File: src/rtl/slp_defs.svh
// slp_defs.svh: register offsets, field positions, reset values and timing counts
// for the sleep and clock gating controller; definitions only.
`ifndef SLP_DEFS_SVH
`define SLP_DEFS_SVH

`define SLP_ADDR_W 4
`define SLP_OFF_MCU_CTRL 4'h0
`define SLP_OFF_PERIPH_STOP 4'h4
`define SLP_OFF_CMP_CTRL 4'h8
`define SLP_OFF_STATUS 4'hC

// control register fields
`define SLP_ARM_BIT 5
`define SLP_KIND_HI 4
`define SLP_KIND_LO 3
`define SLP_ISC0_HI 1
`define SLP_ISC0_LO 0
`define SLP_CTRL_WMASK 8'h7B
`define SLP_CTRL_RESET 8'h00
`define SLP_STOP_WMASK 8'h0F
`define SLP_STOP_RESET 8'h00
`define SLP_CMP_OFF_BIT 7
`define SLP_CMP_REF_BIT 6
`define SLP_CMP_WMASK 8'hC0
`define SLP_CMP_RESET 8'h00

// peripheral stop bit positions
`define SLP_STOP_CONV 0
`define SLP_STOP_SER 1
`define SLP_STOP_TMR0 2
`define SLP_STOP_TMR1 3

// wake timing, in core cycles
`define SLP_HALT_CYCLES 4'h4
`define SLP_STANDBY_WAKE_CYCLES 4'h6

`endif

File: src/rtl/slp_pkg.sv
// slp_pkg: types shared by the sleep controller and its testbench.
// assumes slp_defs.svh supplies the numeric constants.
package slp_pkg;

    typedef enum logic [1:0] {
        SLP_KIND_IDLE = 2'b00,
        SLP_KIND_NOISE = 2'b01,
        SLP_KIND_PDOWN = 2'b10,
        SLP_KIND_STBY = 2'b11
    } slp_kind_e;

    typedef enum logic [2:0] {
        SLP_ST_RUN = 3'b000,
        SLP_ST_SLEEP = 3'b001,
        SLP_ST_START = 3'b010,
        SLP_ST_HALT = 3'b011,
        SLP_ST_RESUME = 3'b100
    } slp_state_e;

    // clock enables leaving the controller
    typedef struct packed {
        logic core;
        logic flash;
        logic io;
        logic conv;
        logic fast;
        logic osc;
    } slp_clk_s;

    // wake sources presented by the rest of the chip
    typedef struct packed {
        logic conv_done;
        logic store_ready;
        logic ext_zero;
        logic ext_one;
        logic pin_change;
        logic watchdog;
        logic serial;
        logic other_io;
    } slp_wake_s;

    typedef struct packed {
        logic rst_ext;
        logic rst_wdt;
        logic rst_bod;
    } slp_rst_s;

endpackage : slp_pkg

File: src/rtl/slp_retain_mem.sv
// slp_retain_mem: small retention store for the working registers.
// assumes one clock; contents are never touched by sleep entry or exit.
`timescale 1ns/1ps
module slp_retain_mem #(
    parameter int DEPTH = 32,
    parameter int WIDTH = 8
) (
    input wire logic clk_i, // system clock
    input wire logic we_i, // write strobe
    input wire logic [$clog2(DEPTH)-1:0] addr_i, // word address
    input wire logic [WIDTH-1:0] wdata_i, // write data
    output logic [WIDTH-1:0] rdata_o // registered read data
);
    logic [WIDTH-1:0] mem [DEPTH];

    // no reset on the array: contents survive every sleep cycle
    always_ff @(posedge clk_i) begin
        if (we_i) begin
            mem[addr_i] <= wdata_i;
        end
        rdata_o <= mem[addr_i];
    end
endmodule : slp_retain_mem

File: src/rtl/slp_ctrl.sv
// slp_ctrl: sleep mode controller with clock gating and peripheral stop.
// assumes a classic wishbone master, a core that pulses sleep_exec_i, and
// asynchronous wake logic that reaches this block as synchronous levels.
//
// Function
// sleep entered only when sleep instruction executes with arm bit set
// mode 00 idle: stop core and flash clocks, others run
// mode 01 noise reduction: stop io, core, flash; converter and oscillator run
// noise reduction wakes on converter, resets, store ready, level ext0, pin change
// mode 10 power-down: stop oscillator and all generated clocks
// power-down wakes on resets, level ext0, pin change only; code also wakes on level ext1
// mode 11 with crystal: standby, like power-down but oscillator runs
// standby wake resumes core clock within six cycles
// interrupt wake holds core four cycles after start-up, then resumes
// register file and sram contents unchanged by sleep
// reset during sleep exits to reset vector
// converter enabled: idle or noise entry starts a conversion
// outside idle only level ext0 and ext1 may wake
// idle wakes on any enabled interrupt
// waking agent holds level long enough to be detected
// stop bit gates peripheral clock, freezes state, blocks register access
// clearing stop bit resumes peripheral from held state
// stop bits matter in active and idle; deeper modes already gated
// power-down and standby force comparator off
// reference enabled when brown-out, comparator or converter needs it
// converter restart forces an extended next conversion
// fuse-enabled brown-out stays on in all sleep modes
// sleep instruction with arm clear is a no-operation
`timescale 1ns/1ps
`include "slp_defs.svh"
module slp_ctrl #(
    parameter int START_CYCLES = 16, // oscillator start-up after power-down
    parameter int NPERIPH = 4
) (
    input wire logic clk_i, // system clock, 250 MHz
    input wire logic rst_i, // synchronous reset, active high
    input wire logic [31:0] wb_adr_i, // wishbone address
    input wire logic [31:0] wb_dat_i, // wishbone write data
    input wire logic [3:0] wb_sel_i, // wishbone byte selects
    input wire logic wb_we_i, // wishbone write
    input wire logic wb_cyc_i, // wishbone cycle
    input wire logic wb_stb_i, // wishbone strobe
    output logic [31:0] wb_dat_o, // wishbone read data
    output logic wb_ack_o, // wishbone acknowledge
    input wire logic sleep_exec_i, // core executes sleep instruction
    input wire slp_pkg::slp_wake_s wake_i, // pending enabled interrupts
    input wire logic ext_zero_level_i, // ext irq zero set to level mode
    input wire logic ext_one_level_i, // ext irq one set to level mode
    input wire slp_pkg::slp_rst_s rst_req_i, // reset sources
    input wire logic crystal_sel_i, // crystal or resonator clock option
    input wire logic conv_enabled_i, // converter enabled
    input wire logic bod_fuse_i, // brown-out fuse enabled
    input wire logic mem_we_i, // register file write
    input wire logic [4:0] mem_addr_i, // register file address
    input wire logic [7:0] mem_wdata_i, // register file write data
    output logic [7:0] mem_rdata_o, // register file read data
    output slp_pkg::slp_clk_s clk_en_o, // domain clock enables
    output logic [NPERIPH-1:0] periph_clk_en_o, // per-peripheral clock enable
    output logic [NPERIPH-1:0] periph_acc_en_o, // peripheral register access
    output logic core_run_o, // core may execute
    output logic core_reset_vec_o, // restart from reset vector
    output logic conv_start_o, // converter start pulse
    output logic conv_extended_o, // next conversion is extended
    output logic cmp_off_o, // comparator disabled
    output logic vref_en_o, // internal reference enable
    output logic bod_en_o // brown-out detector enable
);
    import slp_pkg::*;

    typedef struct packed {
        slp_state_e st;
        slp_kind_e kind;
        logic [7:0] ctrl;
        logic [7:0] stop;
        logic [7:0] cmp;
        logic [7:0] cnt;
        logic ack;
        logic [31:0] rdat;
        slp_clk_s clk;
        logic [NPERIPH-1:0] pclk;
        logic [NPERIPH-1:0] pacc;
        logic run;
        logic rvec;
        logic cstart;
        logic conv_was;
        logic ext;
        logic cmpoff;
        logic vref;
        logic bod;
    } slp_state_s;

    slp_state_s s_reg, s_next;
    logic any_rst, wake_ok, bus_req, wr_ctrl, wr_stop, wr_cmp;
    logic ext_ok;
    slp_kind_e sel_kind;

    // combine reset and wake qualifiers
    always_comb begin
        any_rst = rst_req_i.rst_ext | rst_req_i.rst_wdt | rst_req_i.rst_bod;
        // edge configs never wake outside idle
        ext_ok = (wake_i.ext_zero & ext_zero_level_i)
            | (wake_i.ext_one & ext_one_level_i);
        case (s_reg.kind)
            SLP_KIND_IDLE: wake_ok = |wake_i;
            SLP_KIND_NOISE: wake_ok = wake_i.conv_done | wake_i.store_ready
                | ext_ok | wake_i.pin_change;
            default: wake_ok = ext_ok | wake_i.pin_change;
        endcase
        sel_kind = slp_kind_e'(s_reg.ctrl[`SLP_KIND_HI:`SLP_KIND_LO]);
        bus_req = wb_cyc_i & wb_stb_i & ~s_reg.ack;
        wr_ctrl = bus_req & wb_we_i & wb_sel_i[0]
            & (wb_adr_i[`SLP_ADDR_W-1:0] == `SLP_OFF_MCU_CTRL);
        wr_stop = bus_req & wb_we_i & wb_sel_i[0]
            & (wb_adr_i[`SLP_ADDR_W-1:0] == `SLP_OFF_PERIPH_STOP);
        wr_cmp = bus_req & wb_we_i & wb_sel_i[0]
            & (wb_adr_i[`SLP_ADDR_W-1:0] == `SLP_OFF_CMP_CTRL);
    end

    // next state: bus, sleep sequencer, clock gating
    always_comb begin
        s_next = s_reg;
        s_next.ack = bus_req;
        s_next.cstart = 1'b0;
        s_next.rvec = 1'b0;
        if (wr_ctrl) begin
            s_next.ctrl = wb_dat_i[7:0] & `SLP_CTRL_WMASK;
        end
        if (wr_stop) begin
            s_next.stop = wb_dat_i[7:0] & `SLP_STOP_WMASK;
        end
        if (wr_cmp) begin
            s_next.cmp = wb_dat_i[7:0] & `SLP_CMP_WMASK;
        end
        // reads return zero for unmapped offsets
        s_next.rdat = 32'h0000_0000;
        if (bus_req & ~wb_we_i) begin
            case (wb_adr_i[`SLP_ADDR_W-1:0])
                `SLP_OFF_MCU_CTRL: s_next.rdat = {24'h00_0000, s_reg.ctrl};
                `SLP_OFF_PERIPH_STOP: s_next.rdat = {24'h00_0000, s_reg.stop};
                `SLP_OFF_CMP_CTRL: s_next.rdat = {24'h00_0000, s_reg.cmp};
                `SLP_OFF_STATUS: s_next.rdat = {27'h000_0000, s_reg.kind, s_reg.st};
                default: s_next.rdat = 32'h0000_0000;
            endcase
        end
        case (s_reg.st)
            SLP_ST_RUN: begin
                // arm clear: sleep acts as a no-operation
                if (sleep_exec_i & s_reg.ctrl[`SLP_ARM_BIT]) begin
                    // standby needs a crystal option, otherwise power-down
                    s_next.kind = (sel_kind == SLP_KIND_STBY && !crystal_sel_i)
                        ? SLP_KIND_PDOWN : sel_kind;
                    s_next.st = SLP_ST_SLEEP;
                    s_next.cstart = conv_enabled_i
                        & ((sel_kind == SLP_KIND_IDLE) | (sel_kind == SLP_KIND_NOISE));
                end
            end
            SLP_ST_SLEEP: begin
                if (any_rst) begin
                    s_next.st = SLP_ST_RUN;
                    s_next.rvec = 1'b1;
                end else if (wake_ok) begin
                    s_next.cnt = 8'h00;
                    // only power-down lost the oscillator
                    s_next.st = (s_reg.kind == SLP_KIND_PDOWN) ? SLP_ST_START : SLP_ST_HALT;
                end
            end
            SLP_ST_START: begin
                s_next.cnt = s_reg.cnt + 8'h01;
                if (s_reg.cnt == 8'(START_CYCLES - 1)) begin
                    s_next.cnt = 8'h00;
                    s_next.st = SLP_ST_HALT;
                end
            end
            SLP_ST_HALT: begin
                // core stays halted four cycles once clocks run
                s_next.cnt = s_reg.cnt + 8'h01;
                if (s_reg.cnt == {4'h0, `SLP_HALT_CYCLES} - 8'h01) begin
                    s_next.st = SLP_ST_RESUME;
                end
            end
            SLP_ST_RESUME: s_next.st = SLP_ST_RUN;
            default: s_next.st = SLP_ST_RUN;
        endcase
        if (any_rst & (s_reg.st != SLP_ST_RUN)) begin
            s_next.st = SLP_ST_RUN;
            s_next.rvec = 1'b1;
        end
        // domain gating from the next state
        s_next.clk = '{core: 1'b1, flash: 1'b1, io: 1'b1, conv: 1'b1, fast: 1'b1, osc: 1'b1};
        if (s_next.st == SLP_ST_SLEEP || s_next.st == SLP_ST_START) begin
            s_next.clk.core = 1'b0;
            s_next.clk.flash = 1'b0;
            case (s_next.kind)
                SLP_KIND_IDLE: ;
                SLP_KIND_NOISE: begin
                    s_next.clk.io = 1'b0;
                    s_next.clk.fast = 1'b0;
                end
                SLP_KIND_PDOWN: begin
                    s_next.clk = '{default: 1'b0};
                    s_next.clk.osc = (s_next.st == SLP_ST_START);
                end
                SLP_KIND_STBY: begin
                    s_next.clk = '{default: 1'b0};
                    s_next.clk.osc = 1'b1;
                end
                default: ;
            endcase
        end
        s_next.run = (s_next.st == SLP_ST_RUN) | (s_next.st == SLP_ST_RESUME);
        // per-peripheral stop: only gates when the io domain runs (the conv domain for the converter)
        for (int i = 0; i < NPERIPH; i++) begin
            s_next.pclk[i] = s_next.clk.io & ~s_next.stop[i];
            s_next.pacc[i] = ~s_next.stop[i];
        end
        s_next.pclk[`SLP_STOP_CONV] = ~s_next.stop[`SLP_STOP_CONV] & s_next.clk.conv;
        s_next.cmpoff = s_next.cmp[`SLP_CMP_OFF_BIT]
            | ((s_next.st == SLP_ST_SLEEP || s_next.st == SLP_ST_START)
            & (s_next.kind == SLP_KIND_PDOWN || s_next.kind == SLP_KIND_STBY));
        s_next.bod = bod_fuse_i;
        // reference follows its users; comparator ref use keeps it on in sleep
        s_next.vref = bod_fuse_i | conv_enabled_i
            | (~s_next.cmp[`SLP_CMP_OFF_BIT] & s_next.cmp[`SLP_CMP_REF_BIT]);
        // converter power cycle flags an extended conversion
        s_next.conv_was = conv_enabled_i;
        if (conv_enabled_i & ~s_reg.conv_was) begin
            s_next.ext = 1'b1;
        end else if (s_reg.cstart) begin
            s_next.ext = 1'b0;
        end
    end

    // register the whole state
    always_ff @(posedge clk_i) begin
        if (rst_i) begin
            s_reg <= '0;
            s_reg.ctrl <= `SLP_CTRL_RESET;
            s_reg.stop <= `SLP_STOP_RESET;
            s_reg.cmp <= `SLP_CMP_RESET;
            s_reg.clk <= '{default: 1'b1};
            s_reg.pclk <= '1;
            s_reg.pacc <= '1;
            s_reg.run <= 1'b1;
            s_reg.ext <= 1'b1;
        end else begin
            s_reg <= s_next;
        end
    end

    // retention store is never reset or cleared by sleep
    slp_retain_mem #(.DEPTH(32), .WIDTH(8)) slp_retain_mem_inst (
        .clk_i(clk_i),
        .we_i(mem_we_i & s_reg.run),
        .addr_i(mem_addr_i),
        .wdata_i(mem_wdata_i),
        .rdata_o(mem_rdata_o)
    );

    always_comb begin
        wb_ack_o = s_reg.ack;
        wb_dat_o = s_reg.rdat;
        clk_en_o = s_reg.clk;
        periph_clk_en_o = s_reg.pclk;
        periph_acc_en_o = s_reg.pacc;
        core_run_o = s_reg.run;
        core_reset_vec_o = s_reg.rvec;
        conv_start_o = s_reg.cstart;
        conv_extended_o = s_reg.ext;
        cmp_off_o = s_reg.cmpoff;
        vref_en_o = s_reg.vref;
        bod_en_o = s_reg.bod;
    end

    // standby wake: core running within six cycles
    a_stby_wake_fast: assert property (@(posedge clk_i) disable iff (rst_i)
        (s_reg.st == SLP_ST_SLEEP && s_reg.kind == SLP_KIND_STBY && wake_ok && !any_rst)
        |-> ##[1:6] core_run_o)
        else $error("standby wake too slow");
    a_halt_four: assert property (@(posedge clk_i) disable iff (rst_i)
        (s_reg.st == SLP_ST_SLEEP && s_reg.kind == SLP_KIND_IDLE && wake_ok && !any_rst)
        |=> !core_run_o [*4] ##1 core_run_o)
        else $error("halt after wake not four cycles");
    a_no_arm_nop: assert property (@(posedge clk_i) disable iff (rst_i)
        (s_reg.st == SLP_ST_RUN && sleep_exec_i && !s_reg.ctrl[`SLP_ARM_BIT])
        |=> core_run_o && clk_en_o.core)
        else $error("unarmed sleep stopped core");
    a_idle_clocks: assert property (@(posedge clk_i) disable iff (rst_i)
        (s_reg.st == SLP_ST_SLEEP && s_reg.kind == SLP_KIND_IDLE)
        |-> !clk_en_o.core && clk_en_o.io && clk_en_o.osc)
        else $error("idle clock gating wrong");
    a_pdown_clocks: assert property (@(posedge clk_i) disable iff (rst_i)
        (s_reg.st == SLP_ST_SLEEP && s_reg.kind == SLP_KIND_PDOWN)
        |-> clk_en_o == '0)
        else $error("power-down left a clock running");
    a_noise_clocks: assert property (@(posedge clk_i) disable iff (rst_i)
        (s_reg.st == SLP_ST_SLEEP && s_reg.kind == SLP_KIND_NOISE)
        |-> !clk_en_o.io && clk_en_o.conv && clk_en_o.osc)
        else $error("noise mode gating wrong");
    a_reset_exit: assert property (@(posedge clk_i) disable iff (rst_i)
        (s_reg.st == SLP_ST_SLEEP && any_rst) |=> core_reset_vec_o && core_run_o)
        else $error("reset in sleep not to vector");
    a_edge_no_wake: assert property (@(posedge clk_i) disable iff (rst_i)
        (s_reg.st == SLP_ST_SLEEP && s_reg.kind != SLP_KIND_IDLE && !any_rst
         && wake_i == slp_wake_s'{ext_zero: 1'b1, default: 1'b0} && !ext_zero_level_i)
        |=> s_reg.st == SLP_ST_SLEEP)
        else $error("edge interrupt woke deep sleep");
    a_cmp_forced: assert property (@(posedge clk_i) disable iff (rst_i)
        (s_reg.st == SLP_ST_SLEEP && s_reg.kind[1]) |-> cmp_off_o)
        else $error("comparator on in power-down");
    // fuse-enabled detector is never gated, asleep or awake
    a_bod_stays_on: assert property (@(posedge clk_i) disable iff (rst_i)
        bod_fuse_i |=> bod_en_o)
        else $error("brown-out detector gated off");
    a_conv_start_entry: assert property (@(posedge clk_i) disable iff (rst_i)
        (s_reg.st == SLP_ST_RUN && sleep_exec_i && s_reg.ctrl[`SLP_ARM_BIT]
         && conv_enabled_i && !sel_kind[1]) |=> conv_start_o)
        else $error("no conversion on idle or noise entry");
    a_stop_blocks_access: assert property (@(posedge clk_i) disable iff (rst_i)
        periph_acc_en_o == ~s_reg.stop[NPERIPH-1:0])
        else $error("stopped peripheral still accessible");
    a_deep_periph_off: assert property (@(posedge clk_i) disable iff (rst_i)
        (s_reg.st == SLP_ST_SLEEP && s_reg.kind[1]) |-> periph_clk_en_o == '0)
        else $error("peripheral clock runs in deep sleep");
    a_stby_osc_only: assert property (@(posedge clk_i) disable iff (rst_i)
        (s_reg.st == SLP_ST_SLEEP && s_reg.kind == SLP_KIND_STBY)
        |-> clk_en_o == slp_clk_s'{osc: 1'b1, default: 1'b0})
        else $error("standby gating wrong");
    a_vref_users_on: assert property (@(posedge clk_i) disable iff (rst_i)
        (bod_fuse_i || conv_enabled_i) |=> vref_en_o)
        else $error("reference off while needed");
    a_vref_users_off: assert property (@(posedge clk_i) disable iff (rst_i)
        (!bod_fuse_i && !conv_enabled_i && s_reg.cmp[`SLP_CMP_OFF_BIT] && !wr_cmp)
        |=> !vref_en_o)
        else $error("reference on with no user");
    a_ext_on_restart: assert property (@(posedge clk_i) disable iff (rst_i)
        (conv_enabled_i && !s_reg.conv_was) |=> conv_extended_o)
        else $error("restart did not flag extended conversion");
    a_rvec_one_cycle: assert property (@(posedge clk_i) disable iff (rst_i)
        core_reset_vec_o |=> !core_reset_vec_o)
        else $error("reset vector pulse too long");
endmodule : slp_ctrl

File: config.mk
export PLATFORM = sky130hd
export DESIGN_NAME = slp_ctrl
export DESIGN_NICKNAME = d
export VERILOG_FILES = /design/src/rtl/slp_pkg.sv /design/src/rtl/slp_retain_mem.sv /design/src/rtl/slp_ctrl.sv
export VERILOG_INCLUDE_DIRS = /design/src /design/src/rtl
export SDC_FILE = /design/constraint.sdc
export NUM_CORES = 1
export LEC_CHECK = 0
export ABC_CLOCK_PERIOD_IN_PS = 2500
export BUFFER_PORTS_ARGS = -buffer_cell sky130_fd_sc_hd__clkbuf_2
export CAP_MARGIN = 10
export CELL_PAD_IN_SITES_DETAIL_PLACEMENT = 0
export CELL_PAD_IN_SITES_GLOBAL_PLACEMENT = 1
export CORE_ASPECT_RATIO = 1.2
export CORE_MARGIN = 4
export CORE_UTILIZATION = 25
export CTS_CLUSTER_DIAMETER = 50
export CTS_CLUSTER_SIZE = 20
export DETAILED_ROUTE_END_ITERATION = 10
export GPL_TIMING_DRIVEN = 0
export PLACE_DENSITY_LB_ADDON = 0.1
export SETUP_SLACK_MARGIN = 0.5
export SLEW_MARGIN = 5
export SYNTH_ARGS = -nofsm -noshare
export SYNTH_HDL_FRONTEND = slang
export SYNTH_HIERARCHICAL = 1
export SYNTH_SLANG_ARGS = --single-unit
File: constraint.sdc
create_clock -name clk_i -period 2.5 [get_ports clk_i]
set_input_delay 0 -clock clk_i [delete_from_list [all_inputs] [get_ports clk_i]]
set_output_delay 0 -clock clk_i [all_outputs]
set_load 0.02 [all_outputs]
==> results.md, run 1 <==
* Outcome: completed
* WL final at 36.0 mm
* Power Dens Cells at about 760 nW/um^2
* HP Class: in2reg
* Final instance area at roughly 16000 um^2
* Bufs and invs on worst path at 0
* Pint at around 9.4 mW
* Primary FF master, synth: edfxtp_1
* Flop-to-flop setup slack at between 0.5 and 0.6 ns
* Syn avg cell area at 14.8 um^2
* Number of max-cap violations at 0
* DRT antenna net count at 0
* Longest Clk Path Bufs at 3
* Worst R2R End: cmp_off_o
* Drt pass-1 iters at 5
* Async SR Flop Fraction at 0%
* Top Ports at 166
* Startpoint Class: flop
* Clock Latency Late Sink at between 0.5 and 0.6 ns
* Register area share after synthesis at between 70% and 80%
* IO Port Bufs at 83
* H-tree depth at 2
* Top Layer Used: met4
* Metal3 WL at around 1.5 mm
* Vias per cell at between 4 and 5
* Critical Path RT at around 2.9 ns
* VDD IR max at approximately 0.39 mV
* Top-area cell type share of the netlist area at roughly three fifths
* Initial antenna violation count at 0
* Diode count at 0
* Core area at roughly 50000 um^2
* Mapped cell area at between 10000 and 15000 um^2
* Critical path data arrival time at between 2 and 2.5 ns
* Vias at approximately 7500
* Pin count of the biggest net entering global routing at 33
* RePlAce Congestion at between 0.7 and 0.8
* Ranking of synthesized cells by area: edfxtp_1 60%, mux2i_1 11%, dfxtp_1 9.9%, o22ai_1 3.1%, buf_4 2.7%
* Reg-to-Reg Start: s_reg[59]
* Largest register FFs at about 260
* Post-synth top area cell: edfxtp_1
* M1 wire length at 15.6 mm
* CP Capture Type: flop
* Layout area overhead at 26.6%
* Core Util, Final at around 32%
* Clock power share at a little under half
* Met2 routed WL at between 15 and 20 mm
* FF+latch count, synth at roughly 320
* P_leak at 5.80 nW
* Iter 0 DRT Violations at 341
* Std-Cell Rows at 90
* Clock Pin Slew Worst Setup and Hold Paths at 0.06 ns
* Non-filler cells, final at ~1700
* Fin Hold WS at 0.0423 ns
* Final #Nets at around 1200
* Unrepaired setup endpoints after global routing: yes
* Psw at about 2.8 mW
* FF-to-FF path depth at 6
* Post-synthesis cell type count at 55
* EDFF count, synth at around 260
* Slew @ Worst Pin at roughly 0.9 ns
* Die Y-Extent at between 200 and 300 um
* Sw frac at between 20% and 30%
* Fmax at a little over 0.5 GHz
* Die ar. at between 50000 and 60000 um^2
* Commonest cells in the synthesized netlist: 256 x edfxtp_1, 143 x mux2i_1, 68 x nor2_1
* CTS tree: built
* Final period util at approximately 79%
* Placed instance area at between 10000 and 15000 um^2
* CTS buffer count at 38
* Worst-path maximum fanout at 5
* Avg WL per Cell at 20.9 um
* Worst Min Path Start: wb_sel_i[0]
* Crit path kind: reg2reg
* Vias in the first global route at between 7000 and 8000
* Crit-path max cell delay at roughly 0.37 ns
* Most numerous cell in the Yosys netlist: edfxtp_1
* Largest delay share family, worst path: simple AND/OR/NAND/NOR gates
* Flop pwr share at between 40% and 50%
* Yosys warns at 6
* Hold endpoint: s_reg[70]
* Residual DRC at 0
* GR Util All Layers at approximately an eighth
* First-pass GRT wire length at ~53 mm
* Hold Path Depth at 5
* Crit path cell chain: nor4_4, nor3b_4, a21oi_2, o211a_4, mux2_4, a21o_1
* Worst Skew at around 0.025 ns
* Final setup fails at 0
* Initial Util at 25.3%
* Syn Inst Count at around 860
* GRT Residual Overflow at 0
* Layout cells sized above 1 at 28.0%
* Slew headroom at about two fifths
* Combinational share of power at around 5.7%
* Dpl hpwl at 24.3 mm
* Root Buffer: clkbuf_16
* Sink Count at 319
* Tot Pwr at between 10 and 15 mW
* Post-layout minimum cycle time at 1.99 ns
* Hold Vio Cnt, Final at 0
* # placed instances at 1612
* Die X at approximately 210 um
* Crit-path slowest cell: mux2_4
* Slew Viols, Final at 0
## placed cells by master (no fill, tap or decap), types with 5 or more instances in the layout
| cell type | count |
|---|---|
| edfxtp_1 | 256 |
| nor2_4 | 20 |
| buf_2 | 23 |
| nor3_1 | 7 |
| nor3_4 | 5 |
| clkbuf_2 | 84 |
| nand4bb_1 | 5 |
| clkbuf_1 | 18 |
| nor4_1 | 15 |
| dlygate4sd3_1 | 23 |
| conb_1 | 24 |
| inv_1 | 9 |
| nor2_2 | 8 |
| nand3_1 | 6 |
| nand3b_1 | 7 |
| nand2_1 | 21 |
| buf_4 | 57 |
| o22ai_1 | 63 |
| or3_1 | 5 |
| a21oi_1 | 17 |
| nor2_1 | 40 |
| mux2i_1 | 143 |
| dfxtp_1 | 60 |
| clkbuf_16 | 39 |
| o21ai_0 | 10 |
| clkinv_1 | 5 |
## metrics by stage
| step | setup TNS [ns] | setup WS (ns) |
|---|---|---|
| after floorplan | 0 | 0.493 |
| after global placement | -29.44 | -0.676 |
| after detailed placement | -22.51 | -0.492 |
| after CTS | 0 | 0.283 |
| after global routing | 0 | 0.440 |
| final | 0 | 0.514 |
## tightest hold or removal path, cell delays in order
cell	delay (ns)
clkbuf_2	0.08
nand2_1	0.10
nor3_2	0.08
mux2i_1	0.14
nor2_1	0.13
## layer usage
layer  track usage, %  vias up
li1                 -     3618
met1             16.2     3733
met2             22.8      145
met3             2.98       48
met4             4.08        0
met5                0        -
## logic make-up after synthesis
| family | share of synthesized area (%) |
|---|---|
| AOI/OAI and AO/OA | 5.26 |
| other | 0.0295 |
| DFF | 70.3 |
| buffers and inverters | 4.82 |
| and+or+nand+nor | 8.00 |
| adders and majority gates | 0.0983 |
| muxes | 11.5 |
## repair_timing
item	CTS	global route
hold endpoints to repair	40	0
gates resized for setup	43	54
pin swaps	5	5
buffers inserted	6	7
cloned	1	0
setup endpoints to repair	263	204
hold buffers	24	0
## how the worst max path moves through the flow
stage,cells after the start,startpoint,end
global placement,5,mem_addr_i[1],slp_retain_mem_inst/mem[26][6]
finish,6,s_reg[59],cmp_off_o
CTS,3,core_run_o,slp_retain_mem_inst/mem[31][2]
floorplan,4,core_run_o,slp_retain_mem_inst/mem[28][0]
global route,6,s_reg[59],cmp_off_o
detailed placement,7,mem_addr_i[1],slp_retain_mem_inst/rdata_o[5]
## final cells by class
type                       count  area, um^2
buffer                        93         596
clock buffer                  44         995
clock inverter                26         307
fill                        4999       34200
inverter                       9        33.8
multi-input combinational    465        3610
sequential                   319        8950
tap                          644         806
timing repair buffer         120         806
## power by group through the flow
stage | clock network, mW | logic, mW | registers (mW)
floorplan | 0 | 0.315 | 5.93
global placement | 0 | 0.635 | 5.91
detailed placement | 0 | 0.635 | 5.91
CTS | 5.89 | 0.687 | 5.79
global route | 6.11 | 0.749 | 5.79
finish | 5.68 | 0.692 | 5.79
Power figures use the tool's default switching activity.
==> run 2: changes to the inputs <==
ABC_CLOCK_PERIOD_IN_PS = 1700   (was 2500)
clock period = 1.7 ns   (was 2.5 ns; I/O delays follow)
==> run 2 against run 1 <==
The run now ends with negative hold slack, negative setup slack left. Clock power increased by 57%. Sequential share of layout area decreased by 4.6 points. Register-to-register slack got worse by 0.69 ns. Flip-flop and latch count unchanged. Clock skew decreased by 0.0092 ns. Die area unchanged. Non-clock buffer count increased by 44. Critical path type unchanged.
==> results.md, run 2 (same netlist as run 1, synthesis figures left out) <==
* DP Worst Slack at -0.887 ns
* Unrepaired setup endpoints after global routing: yes
* VDD IR max at 0.777 mV
* GRT Residual Overflow at 0
* RePlAce Congestion at about 0.73
* # placed instances at between 1500 and 2000
* Slew headroom at about 43%
* Slew Viols, Final at 0
* Vias in the first global route at around 7700
* Cts hold-fix bufs at 21
* Startpoint Class: flop
* Placed instance area at between 10000 and 15000 um^2
* Top Ports at around 170
* Fillers at roughly 4900
* Pin count of the biggest net entering global routing at 33
* Commonest non-fill, non-tap cell in the layout: edfxtp_1
* IO Port Bufs at 83
* Layout cells sized above 1 at 39.1%
* Flop-to-flop setup slack at -0.18 ns
* Vias per cell at between 4 and 5
* Vias at roughly 7800
* Critical Path RT at roughly 2.1 ns
* Residual DRC at 0
* Die Y-Extent at between 200 and 300 um
* Final #Nets at ~1200
* Worst-path maximum fanout at 5
* H-tree depth at 2
* Die X at about 210 um
* Sink Count at 319
* DRT antenna net count at 0
* P_leak at 6.32 nW
* Final period util at 110%
* First-pass GRT wire length at 52.4 mm
* Core Util, Final at 34.9%
* Crit path kind: reg2reg
* Longest Clk Path Bufs at 3
* Initial antenna violation count at 0
* Bufs and invs on worst path at 0
* WL final at approximately 37 mm
* Clock Latency Late Sink at between 0.5 and 0.6 ns
* CTS buffer count at 39
* Fmax at 0.533 GHz
* Layout area overhead at 38.2%
* Crit path cell chain: nor4_4, nor3b_2, a21oi_1, o211a_4, mux2_4, a21o_1
* Final setup fails at 27
* Power Dens Cells at 1060 nW/um^2
* Worst Skew at about 0.016 ns
* Register area at 8960 um^2
* Crit-path slowest cell: mux2_4
* Largest delay share family, worst path: simple AND/OR/NAND/NOR gates
* Initial Util at 25.3%
* HP Class: in2reg
* Drt pass-1 iters at 4
* Die ar. at 54600 um^2
* GR Util All Layers at about an eighth
* Fin Hold WS at -0.154 ns
* Clock Pin Slew Worst Setup and Hold Paths at about 0.060 ns
* Root Buffer: clkbuf_16
* Largest register FFs at 256
* Critical path data arrival time at between 2 and 2.5 ns
* Outcome: complete, but fails checks
* Non-filler cells, final at around 1800
* Final setup margin at -0.175 ns
* Failing checks: negative hold slack, negative setup slack
* Slew @ Worst Pin at 0.848 ns
* Crit-path max cell delay at around 0.37 ns
* Dpl hpwl at 24.5 mm
* Area of the multi-input gates at slightly above 4000 um^2
* CTS tree: built
* Number of max-cap violations at 0
* CP Capture Type: flop
* Final instance area at roughly 18000 um^2
* Iter 0 DRT Violations at just under 400
* Core area at around 50000 um^2
* Post-layout minimum cycle time at 1.88 ns
* Commonest non-fill, non-tap cells in the layout: 256 x edfxtp_1, 135 x mux2i_1, 87 x clkbuf_2
* Hold Vio Cnt, Final at 1
* Std-Cell Rows at 90
* Avg WL per Cell at slightly above 20 um
## run 2: through the flow
step	power, mW	hold slack, ns	setup TNS (ns)
floorplan	9.23	0.0989	-0.605
global placement	9.66	0.236	-131.42
detailed placement	9.67	0.239	-129.60
CTS	18.9	-0.195	-2.38
global route	19.3	-0.161	-2.68
finish	18.6	-0.154	-1.59
## run 2: worst reg2reg max path, cell delays in order, from the launching register on
cell and delay, ns:
dfxtp_2 0.33, nor4_4 0.33, nor3b_2 0.24, a21oi_1 0.07
o211a_4 0.27, mux2_4 0.37, a21o_1 0.18
## run 2: final cells by class
| class | count | area share (%) |
|---|---|---|
| timing repair buffer | 164 | 8.62 |
| antenna | 1 | 0.0142 |
| multi-input combinational | 465 | 23.6 |
| sequential | 319 | 51.0 |
| clock buffer | 45 | 5.80 |
| tap | 644 | 4.58 |
| clock inverter | 27 | 2.15 |
| buffer | 93 | 4.03 |
| inverter | 9 | 0.221 |
## run 2: where the power goes
part / switching, mW / internal (mW)
Clock: 3.54 / 5.37
Sequential: 0.0176 / 8.50
Combinational: 0.722 / 0.427
## run 2: layer usage
layer	routed length [um]	vias to the layer above	global-route usage, %
li1	-	3715	-
met1	15400	3842	15.5
met2	18400	157	22.8
met3	1450	60	2.94
met4	1530	0	5.87
met5	0	-	0
## run 2: worst paths after layout
kind,from,end,cells past startpoint
min,wb_cyc_i,wb_ack_o,4
min reg2reg,s_reg[4],conv_extended_o,1
max reg2reg,s_reg[62],cmp_off_o,6
max,s_reg[62],cmp_off_o,6
## run 2: repair_timing
| item | in CTS | in global routing |
|---|---|---|
| endpoints found under the setup margin | 315 | 309 |
| resized for setup | 118 | 46 |
| buffers inserted | 53 | 7 |
| endpoints found under the hold margin | 40 | 1 |
| gates cloned | 1 | 0 |
| pin swaps | 63 | 41 |
==> run 3: changes to the inputs <==
BUFFER_PORTS_ARGS = -buffer_cell sky130_fd_sc_hd__buf_4   (was -buffer_cell sky130_fd_sc_hd__clkbuf_2)
CTS_BUF_LIST = sky130_fd_sc_hd__clkbuf_8   (was not set)
==> run 3 against run 2 <==
The flow finishes with violations (negative setup slack). Via count up 0.48%. Cell area down 0.33%. Routed wire length up 1.8%. Sequential power about the same. Flip-flop and latch count did not move. First-iteration DRC count shrank 19%. Clock skew grew 0.023 ns. Largest cell class unchanged. Highest routed layer unchanged.
==> results.md, run 3 (same netlist as run 1, synthesis figures left out) <==
* Outcome: complete, but fails checks
* Failing checks: negative setup slack
* Tot Pwr at ~16 mW
* Residual DRC at 0
* Fin Hold WS at about 0.095 ns
* WL final at roughly 37 mm
* Final #Nets at about 1200
* Startpoint Class: flop
* Die X at ~210 um
* Core area at around 50000 um^2
* Iter 0 DRT Violations at between 300 and 400
* Final setup fails at 17
* Critical path data arrival time at 2.42 ns
* RePlAce Congestion at approximately 0.72
* CTS buffer count at 38
* Crit path kind: reg2reg
* Reg-to-Reg Start: s_reg[88]
* Number of max-cap violations at 0
* Std-Cell Rows at 90
* # placed instances at 1612
* P_leak at ~6.3 nW
* Setup crit end: cmp_off_o
* Clock Latency Late Sink at roughly 0.60 ns
* Initial antenna violation count at 1
* Slew @ Worst Pin at slightly above 0.9 ns
* Commonest non-fill, non-tap cells in the layout: 256 x edfxtp_1, 136 x mux2i_1, 105 x buf_4
* Vias at 7811
* GR Util All Layers at 13.5%
* Power Dens Cells at roughly 900 nW/um^2
* Worst-path maximum fanout at 5
* HP Class: in2reg
* Post-layout minimum cycle time at around 1.9 ns
* Clock Pin Slew Worst Setup and Hold Paths at around 0.1 ns
* First-pass GRT wire length at roughly 55 mm
* H-tree depth at 2
* Non-filler cells, final at about 1800
* Root Buffer: clkbuf_8
* Flop-to-flop setup slack at -0.22 ns
* Fmax at around 0.52 GHz
* GRT Residual Overflow at 0
* Hold Vio Cnt, Final at 0
* DRT antenna net count at 0
* Layout cells sized above 1 at a little under 40%
* Final setup margin at -0.215 ns
* Final period util at 113%
* Critical Path RT at around 2.2 ns
* Initial Util at roughly a quarter
* Vias in the first global route at between 8000 and 9000
* Sink Count at 319
* Slew headroom at between 30% and 40%
* IO Port Bufs at 83
* Unrepaired setup endpoints after global routing: yes
* Commonest non-fill, non-tap cell in the layout: edfxtp_1
* VDD IR max at slightly below 0.5 mV
* CP Capture Type: flop
* Top Ports at ~170
* CTS tree: built
* Die Y-Extent at 255 um
* Largest register FFs at between 200 and 300
* Die ar. at 54600 um^2
* Pin count of the biggest net entering global routing at 33
* Longest Clk Path Bufs at 3
* Avg WL per Cell at 21.0 um
* Worst Skew at 0.0392 ns
* FF-to-FF path depth at 5
* Slew Viols, Final at 0
* Worst Min Path Start: rst_i
* Vias per cell at 4.39
* CP Launch Point: s_reg[88]
* Drt pass-1 iters at 4
* Dpl hpwl at ~25 mm
* Layout area overhead at 37.7%
* Worst R2R End: cmp_off_o
## run 3: cell count changes in the layout (fill, tap and decap cells not counted), sizes merged
cell / change
clkbuf: -85
clkinv: +3
dlygate4sd3: +10
bufinv: -3
buf: +87
inv: +1
## run 3: where the power goes
group	leakage [nW]	switching, mW	internal [mW]
logic	3.01	0.727	0.489
clock network	0.434	3.12	2.84
registers	2.82	0.0182	8.48
total	6.27	3.86	11.8
## run 3: worst min-delay path by stage
stage | end | depth (start not counted)
2_1_floorplan | slp_retain_mem_inst/mem[0][0] | 0
3_3_place_gp | bod_en_o | 2
3_5_place_dp | vref_en_o | 3
4_1_cts | wb_dat_o[7] | 4
5_1_grt | wb_dat_o[6] | 4
6_report | wb_dat_o[7] | 4
## run 3: layout make-up
cell class | instances | area (um^2)
Fill cell | 4895 | 32800
Sequential cell | 319 | 9000
Multi-Input combinational cell | 465 | 4080
Timing Repair Buffer | 180 | 1990
Tap cell | 644 | 806
Buffer | 93 | 774
Clock buffer | 41 | 564
Clock inverter | 28 | 277
Inverter | 9 | 36.3
Antenna cell | 1 | 2.50
## run 3: worst max-delay path, cell delays in order, from the launching register on
cell and delay, ns:
dfxtp_1 0.52, or2b_1 0.26, o21ai_0 0.25, o211a_4 0.27
mux2_4 0.38, a21o_1 0.17
## run 3: routing by layer
layer | GRT usage, % | vias to the layer above | wire, um
met3 | 3.18 | 63 | 1670
met2 | 23.9 | 165 | 18900
met4 | 4.91 | 0 | 1190
met1 | 16.2 | 3864 | 15700
li1 | - | 3719 | -
met5 | 0 | - | 0
## run 3: per-stage QoR
stage / TNS (ns) / worst slack, ns / utilization [%] / instance area [um^2]
after global routing: -2.65 / -0.258 / 34.8 / 17500
after global placement: -122.55 / -0.798 / 29.0 / 14600
after detailed placement: -119.69 / -0.802 / 29.0 / 14600
after floorplan: -0.605 / -0.0160 / - / 13100
after CTS: -1.23 / -0.173 / 34.2 / 17200
final: -1.39 / -0.215 / 34.8 / 17500
## run 3: timing repair
action | in CTS | in global routing
gates resized for setup | 145 | 74
hold buffers | 31 | 0
setup endpoints to repair | 335 | 338
setup buffers | 58 | 7
endpoints found under the hold margin | 299 | 0
gates cloned | 2 | 0
pin swaps | 56 | 34
